`src/tap_pkg.sv`:
```
// Constants and types for the test access port controller
`default_nettype none

package tap_pkg;

  typedef enum logic [3:0] {
    TLR        = 4'h0,
    RUN_IDLE   = 4'h1,
    SEL_DR     = 4'h3,
    CAP_DR     = 4'h2,
    SHIFT_DR   = 4'h6,
    EXIT1_DR   = 4'h7,
    PAUSE_DR   = 4'h5,
    EXIT2_DR   = 4'h4,
    UPDATE_DR  = 4'hC,
    SEL_IR     = 4'hD,
    CAP_IR     = 4'hF,
    SHIFT_IR   = 4'hE,
    EXIT1_IR   = 4'hA,
    PAUSE_IR   = 4'hB,
    EXIT2_IR   = 4'h9,
    UPDATE_IR  = 4'h8
  } tap_state_t;

  localparam int IR_W = 4;
  localparam int ID_W = 32;
  localparam logic [IR_W-1:0] INSTR_IDCODE = 4'h1;
  localparam logic [IR_W-1:0] INSTR_BYPASS = 4'hF;
  // Fixed capture pattern, low two bits per convention
  localparam logic [IR_W-1:0] IR_CAPTURE = 4'h1;
  // Arbitrary identification value, names no real part
  localparam logic [ID_W-1:0] ID_VALUE_DEFAULT = 32'h0000_0001;

endpackage : tap_pkg

`default_nettype wire

```
`src/tap_port.sv`:
```
// Test access port controller sampled by the core clock
`default_nettype none

module tap_port
  import tap_pkg::*;
#(
  parameter logic [ID_W-1:0] ID_VALUE = ID_VALUE_DEFAULT
)
(
  // Core clock and reset
  input wire logic core_clk,
  input wire logic rst,
  // Test port pins
  input wire logic tck,
  input wire logic tms,
  input wire logic tdi,
  input wire logic trst_n,
  output logic tdo,
  output logic tdo_oe,
  // Current instruction for the rest of the device
  output logic [IR_W-1:0] instr
);

  logic [2:0] tck_sync_reg;
  logic [1:0] tms_sync_reg;
  logic [1:0] tdi_sync_reg;
  logic tck_rise;
  logic tck_fall;
  logic tms_s;
  logic tdi_s;
  tap_state_t state_reg;
  tap_state_t state_next;
  logic [IR_W-1:0] ir_shift_reg;
  logic [IR_W-1:0] ir_reg;
  logic [ID_W-1:0] id_shift_reg;
  logic bypass_reg;
  logic tdo_reg;
  logic oe_reg;
  logic shifting;
  logic out_bit;
  logic [1:0] trst_sync_reg;
  logic trst_done;

  function automatic tap_state_t tap_step(input tap_state_t s, input logic m);
    tap_state_t n;
    n = s;
    unique case (s)
      TLR:       n = m ? TLR : RUN_IDLE;
      RUN_IDLE:  n = m ? SEL_DR : RUN_IDLE;
      SEL_DR:    n = m ? SEL_IR : CAP_DR;
      CAP_DR:    n = m ? EXIT1_DR : SHIFT_DR;
      SHIFT_DR:  n = m ? EXIT1_DR : SHIFT_DR;
      EXIT1_DR:  n = m ? UPDATE_DR : PAUSE_DR;
      PAUSE_DR:  n = m ? EXIT2_DR : PAUSE_DR;
      EXIT2_DR:  n = m ? UPDATE_DR : SHIFT_DR;
      UPDATE_DR: n = m ? SEL_DR : RUN_IDLE;
      SEL_IR:    n = m ? TLR : CAP_IR;
      CAP_IR:    n = m ? EXIT1_IR : SHIFT_IR;
      SHIFT_IR:  n = m ? EXIT1_IR : SHIFT_IR;
      EXIT1_IR:  n = m ? UPDATE_IR : PAUSE_IR;
      PAUSE_IR:  n = m ? EXIT2_IR : PAUSE_IR;
      EXIT2_IR:  n = m ? UPDATE_IR : SHIFT_IR;
      UPDATE_IR: n = m ? SEL_DR : RUN_IDLE;
    endcase
    return n;
  endfunction : tap_step

  // Pin synchronisers; equal depth keeps tms and tdi aligned with the tck edge
  always_ff @(posedge core_clk)
  begin
    if (rst)
    begin
      tck_sync_reg <= 3'h0;
      tms_sync_reg <= 2'h3;
      tdi_sync_reg <= 2'h3;
    end
    else
    begin
      tck_sync_reg <= {tck_sync_reg[1:0], tck};
      tms_sync_reg <= {tms_sync_reg[0], tms};
      tdi_sync_reg <= {tdi_sync_reg[0], tdi};
    end
  end

  assign tck_rise = tck_sync_reg[1] & ~tck_sync_reg[2];
  assign tck_fall = ~tck_sync_reg[1] & tck_sync_reg[2];
  assign tms_s = tms_sync_reg[1];
  assign tdi_s = tdi_sync_reg[1];
  assign state_next = tap_step(state_reg, tms_s);

  // Test reset clears at once but is let go on the core clock, avoiding a late recovery
  always_ff @(posedge core_clk or negedge trst_n)
  begin
    if (!trst_n)
      trst_sync_reg <= 2'h0;
    else
      trst_sync_reg <= {trst_sync_reg[0], 1'b1};
  end

  assign trst_done = trst_sync_reg[1];

  // Test reset acts without waiting for any clock
  always_ff @(posedge core_clk or negedge trst_n)
  begin
    if (!trst_n)
      state_reg <= TLR;
    else if (rst || !trst_done)
      state_reg <= TLR;
    else if (tck_rise)
      state_reg <= state_next;
  end

  // Shift paths advance only on test clock rising edges
  always_ff @(posedge core_clk or negedge trst_n)
  begin
    if (!trst_n)
    begin
      ir_shift_reg <= IR_CAPTURE;
      ir_reg <= INSTR_IDCODE;
      id_shift_reg <= '0;
      bypass_reg <= 1'b0;
    end
    else if (rst || !trst_done)
    begin
      ir_shift_reg <= IR_CAPTURE;
      ir_reg <= INSTR_IDCODE;
      id_shift_reg <= '0;
      bypass_reg <= 1'b0;
    end
    else if (tck_rise)
    begin
      unique case (state_reg)
        TLR:
          ir_reg <= INSTR_IDCODE;
        CAP_IR:
          ir_shift_reg <= IR_CAPTURE;
        SHIFT_IR:
          ir_shift_reg <= {tdi_s, ir_shift_reg[IR_W-1:1]};
        UPDATE_IR:
          ir_reg <= ir_shift_reg;
        CAP_DR:
        begin
          id_shift_reg <= ID_VALUE;
          bypass_reg <= 1'b0;
        end
        SHIFT_DR:
        begin
          id_shift_reg <= {tdi_s, id_shift_reg[ID_W-1:1]};
          bypass_reg <= tdi_s;
        end
        default:
        begin
          ir_reg <= ir_reg;
        end
      endcase
    end
  end

  assign shifting = (state_reg == SHIFT_IR) || (state_reg == SHIFT_DR);
  assign out_bit = (state_reg == SHIFT_IR) ? ir_shift_reg[0] :
                   (ir_reg == INSTR_IDCODE) ? id_shift_reg[0] : bypass_reg;

  // Output data and enable move on falling edges so the tester samples a settled bit
  always_ff @(posedge core_clk or negedge trst_n)
  begin
    if (!trst_n)
    begin
      tdo_reg <= 1'b0;
      oe_reg <= 1'b0;
    end
    else if (rst || !trst_done)
    begin
      tdo_reg <= 1'b0;
      oe_reg <= 1'b0;
    end
    else if (tck_fall)
    begin
      tdo_reg <= out_bit;
      oe_reg <= shifting;
    end
  end

  assign tdo = tdo_reg;
  // Gated by state too, so the pin floats as soon as the shift state is left
  assign tdo_oe = oe_reg & shifting;
  assign instr = ir_reg;
endmodule : tap_port

`default_nettype wire

```
`config.mk`:
```
export PLATFORM = sky130hd
export DESIGN_NAME = tap_port
export DESIGN_NICKNAME = d
export VERILOG_FILES = /design/src/tap_pkg.sv /design/src/tap_port.sv
export SDC_FILE = /design/constraint.sdc
export NUM_CORES = 1
export LEC_CHECK = 0
export BUFFER_PORTS_ARGS = -buffer_cell sky130_fd_sc_hd__buf_2
export CORE_ASPECT_RATIO = 0.9
export CORE_UTILIZATION = 55
export DETAILED_ROUTE_END_ITERATION = 7
export PLACE_DENSITY = 0.69
export SLEW_MARGIN = 40
export SYNTH_ARGS = -nofsm -noshare
export SYNTH_HDL_FRONTEND = slang
export SYNTH_SLANG_ARGS = --single-unit
```
`constraint.sdc`:
```
create_clock -name core_clk -period 3.5 [get_ports core_clk]
set_input_delay 0.175 -clock core_clk [delete_from_list [all_inputs] [get_ports core_clk]]
set_output_delay 0.175 -clock core_clk [all_outputs]
set_load 0.05 [all_outputs]
```
==> metrics.cfg <==
[status]
status = finished, violations left
violations = DRC

[synth]
async_flop_share = 0.873
syn_area_per_cell_um2 = 10.1
synth_nets = 242
synthCells = 236
ys_seq_area_frac = 0.565
synth.distinct_cells = 42
synth_top_cell_by_area = dfrtp_1
netlist_area_um2 = 2380
synth-seq-cells = 55
yosysWarnings = 0
synth_top_area_frac = 0.484
synth-edff-count = 0
synth_area_leaders = dfrtp_1 48%, a22oi_1 9.8%, nor2_1 6.5%, dfxtp_1 5.9%, a21oi_1 2.7%
synthTopCellsByCount = 46 x dfrtp_1, 41 x nor2_1, 31 x a22oi_1, 13 x a21oi_1, 12 x nand2_1
synth_flop_cell = dfrtp_1
yosys.cell_count.top_type = dfrtp_1

[layout]
fill_cells = 341
largest_register_ffs = 32
seqCellArea_um2 = 1340
antenna_cells = 0
num-nets-final = 244
multi_input_area_um2 = 910
syn2layout_area_growth_pct = 4.73
finalInstanceArea_um2 = 2490
drive_above_1_share = 0.121

[sta]
maxSlewViolCount = 0
fin_skew_ns = 0.0103
rsz0062_at_grt = false
tightest_slew_ns = 0.597
setup_viol = 0
final.period_utilization = 0.532
fin_ws_ns = 1.64
period_needed_ns = 1.86
slew_headroom = 0.602
max_freq_mhz = 537
hold_viol = 0
fin_tns_setup_ns = 0

[floorplanning]
rows = 22
core_area_um2 = 4100
start_util = 0.580
ios = 12
dieHeight_um = 64.4
die_area_um2 = 4590
die_w_um = 71.3

[critical_path]
worstPathMaxFanout = 32
setup.worst_path.end_class = register
crit_arrival_ns = 2.10
cp_slowest_stage_delay_ns = 0.64
rrSetupSlack_ns = 1.64
cp_cell_sequence = and2b_1 -> and4b_2 -> a22oi_1 -> nor2_1
rr_worst_depth = 4
r2r_end = id_shift_reg[21]
required_ns = 3.74
cp_slowest_cell = and4b_2
crit_start = state_reg[1]
path_class = register to register
worstReg2RegStart = state_reg[1]
start_kind = register

[place]
gp_congestion = 0.763
dp_slack_ns = 1.68
place_hpwl_mm = 2.67
postPlaceCellArea_um2 = 2400
portBuffers = 11

[grt]
antenna_found_initial = 0
grt_pass1_wl_mm = 7.49
grt_pass1_vias = 1666
grt_usage = 0.207
grt-ovfl-total = 0
grt_max_degree = 49

[clocking]
insertion_delay_ns = 0.31
numCtsBuffers = 5
tritoncts = done
post_cts_buffers = 0
ctsHoldBuffers = 1
htreeDepth = 2
clock-root-buffer = clkbuf_8
path_clk_slew_ns = 0.10
ctsResizeCount = 0
cts.sinks = 55
clockBufferDepth = 2

[detailed_routing]
drcViolationCount = 2
antenna_left = 0
vias = 1716
drt_iter0_drc = 116
via_per_inst = 5.98
avgRoutedWirePerCell_um = 14.8
drtPass1Iterations = 6
drt-total-wl_mm = 4.24

[min_path]
hold_start = tdi
hold_path_end = tdi_sync_reg[0]
min_path_type = input pin to register
whs_path_depth = 2

[power_and_ir_drop]
max-vdd-ir-drop_mv = 0.264
power_mw = 1.01
p_per_area_nw_per_um2 = 407
p_leak_nw = 1.04

[run]
cap_violations = 0

-- cell usage in the layout (no fill, tap or decap), drive strengths merged, types with 2 or more instances in the layout --
cell type / n
dfrtp: 46
clkbuf: 6
nor2: 41
and3: 3
a21oi: 13
inv: 3
dfxtp: 7
dfstp: 2
a31oi: 2
or2: 4
and4b: 3
nand2: 12
nor2b: 8
buf: 13
nor3: 3
o21ai: 8
a22oi: 31
nand2b: 4
nand3: 7
-- cell type report --
| type | instances | share of cell area |
|---|---|---|
| clock inverters | 2 | 0.00502 |
| multi-input cells | 159 | 0.365 |
| well taps | 48 | 0.0241 |
| clock buffers | 6 | 0.0291 |
| inverters | 3 | 0.00452 |
| repair buffers | 14 | 0.0331 |
| flip-flops and latches | 55 | 0.539 |
-- cell families (layout without fill, tap and decap cells) --
group	count (synthesis)	count (layout)	share of synthesized area
simple gates	94	94	0.198
other cells	1	1	0.00158
buf+inv	22	25	0.0536
flops	55	55	0.565
compound gates	63	63	0.177
mux	1	1	0.00473
-- per-layer routing --
layer,global-route usage,part of all wire
met1,0.273,0.48
met2,0.348,0.48
met3,0.0426,0.028
met4,0.0600,0.0099
met5,0,0
-- worst max-delay path: cells and delay by family, from the launching register on --
family | cells | cell delay [ns]
AO/OA/AOI/OAI | 1 | 0.17
AND/OR/NAND/NOR | 3 | 1.00
flip-flops | 1 | 0.62
-- stage by stage --
stage | util | hold slack [ns] | instances
final | 0.608 | 0.0458 | 287
after CTS | 0.608 | 0.0403 | 287
after floorplan | - | -0.121 | 236
after detailed placement | 0.585 | 0.223 | 278
after global routing | 0.608 | 0.0513 | 287
after global placement | 0.584 | 0.336 | 278
-- how the worst max path moves through the flow --
| stage | end | slack [ns] |
|---|---|---|
| 3_5_place_dp | id_shift_reg[21] | 1.68 |
| 2_1_floorplan | tdo | 1.85 |
| 6_report | id_shift_reg[21] | 1.64 |
| 5_1_grt | id_shift_reg[29] | 1.47 |
| 4_1_cts | id_shift_reg[21] | 1.65 |
| 3_3_place_gp | id_shift_reg[25] | 1.46 |
-- power breakdown --
part / switching (mW) / internal [mW]
Combinational: 0.0257 / 0.0102
Sequential: 0.00393 / 0.639
Clock: 0.195 / 0.140
Total: 0.225 / 0.789
No activity file was read; power rests on OpenSTA's default activity.
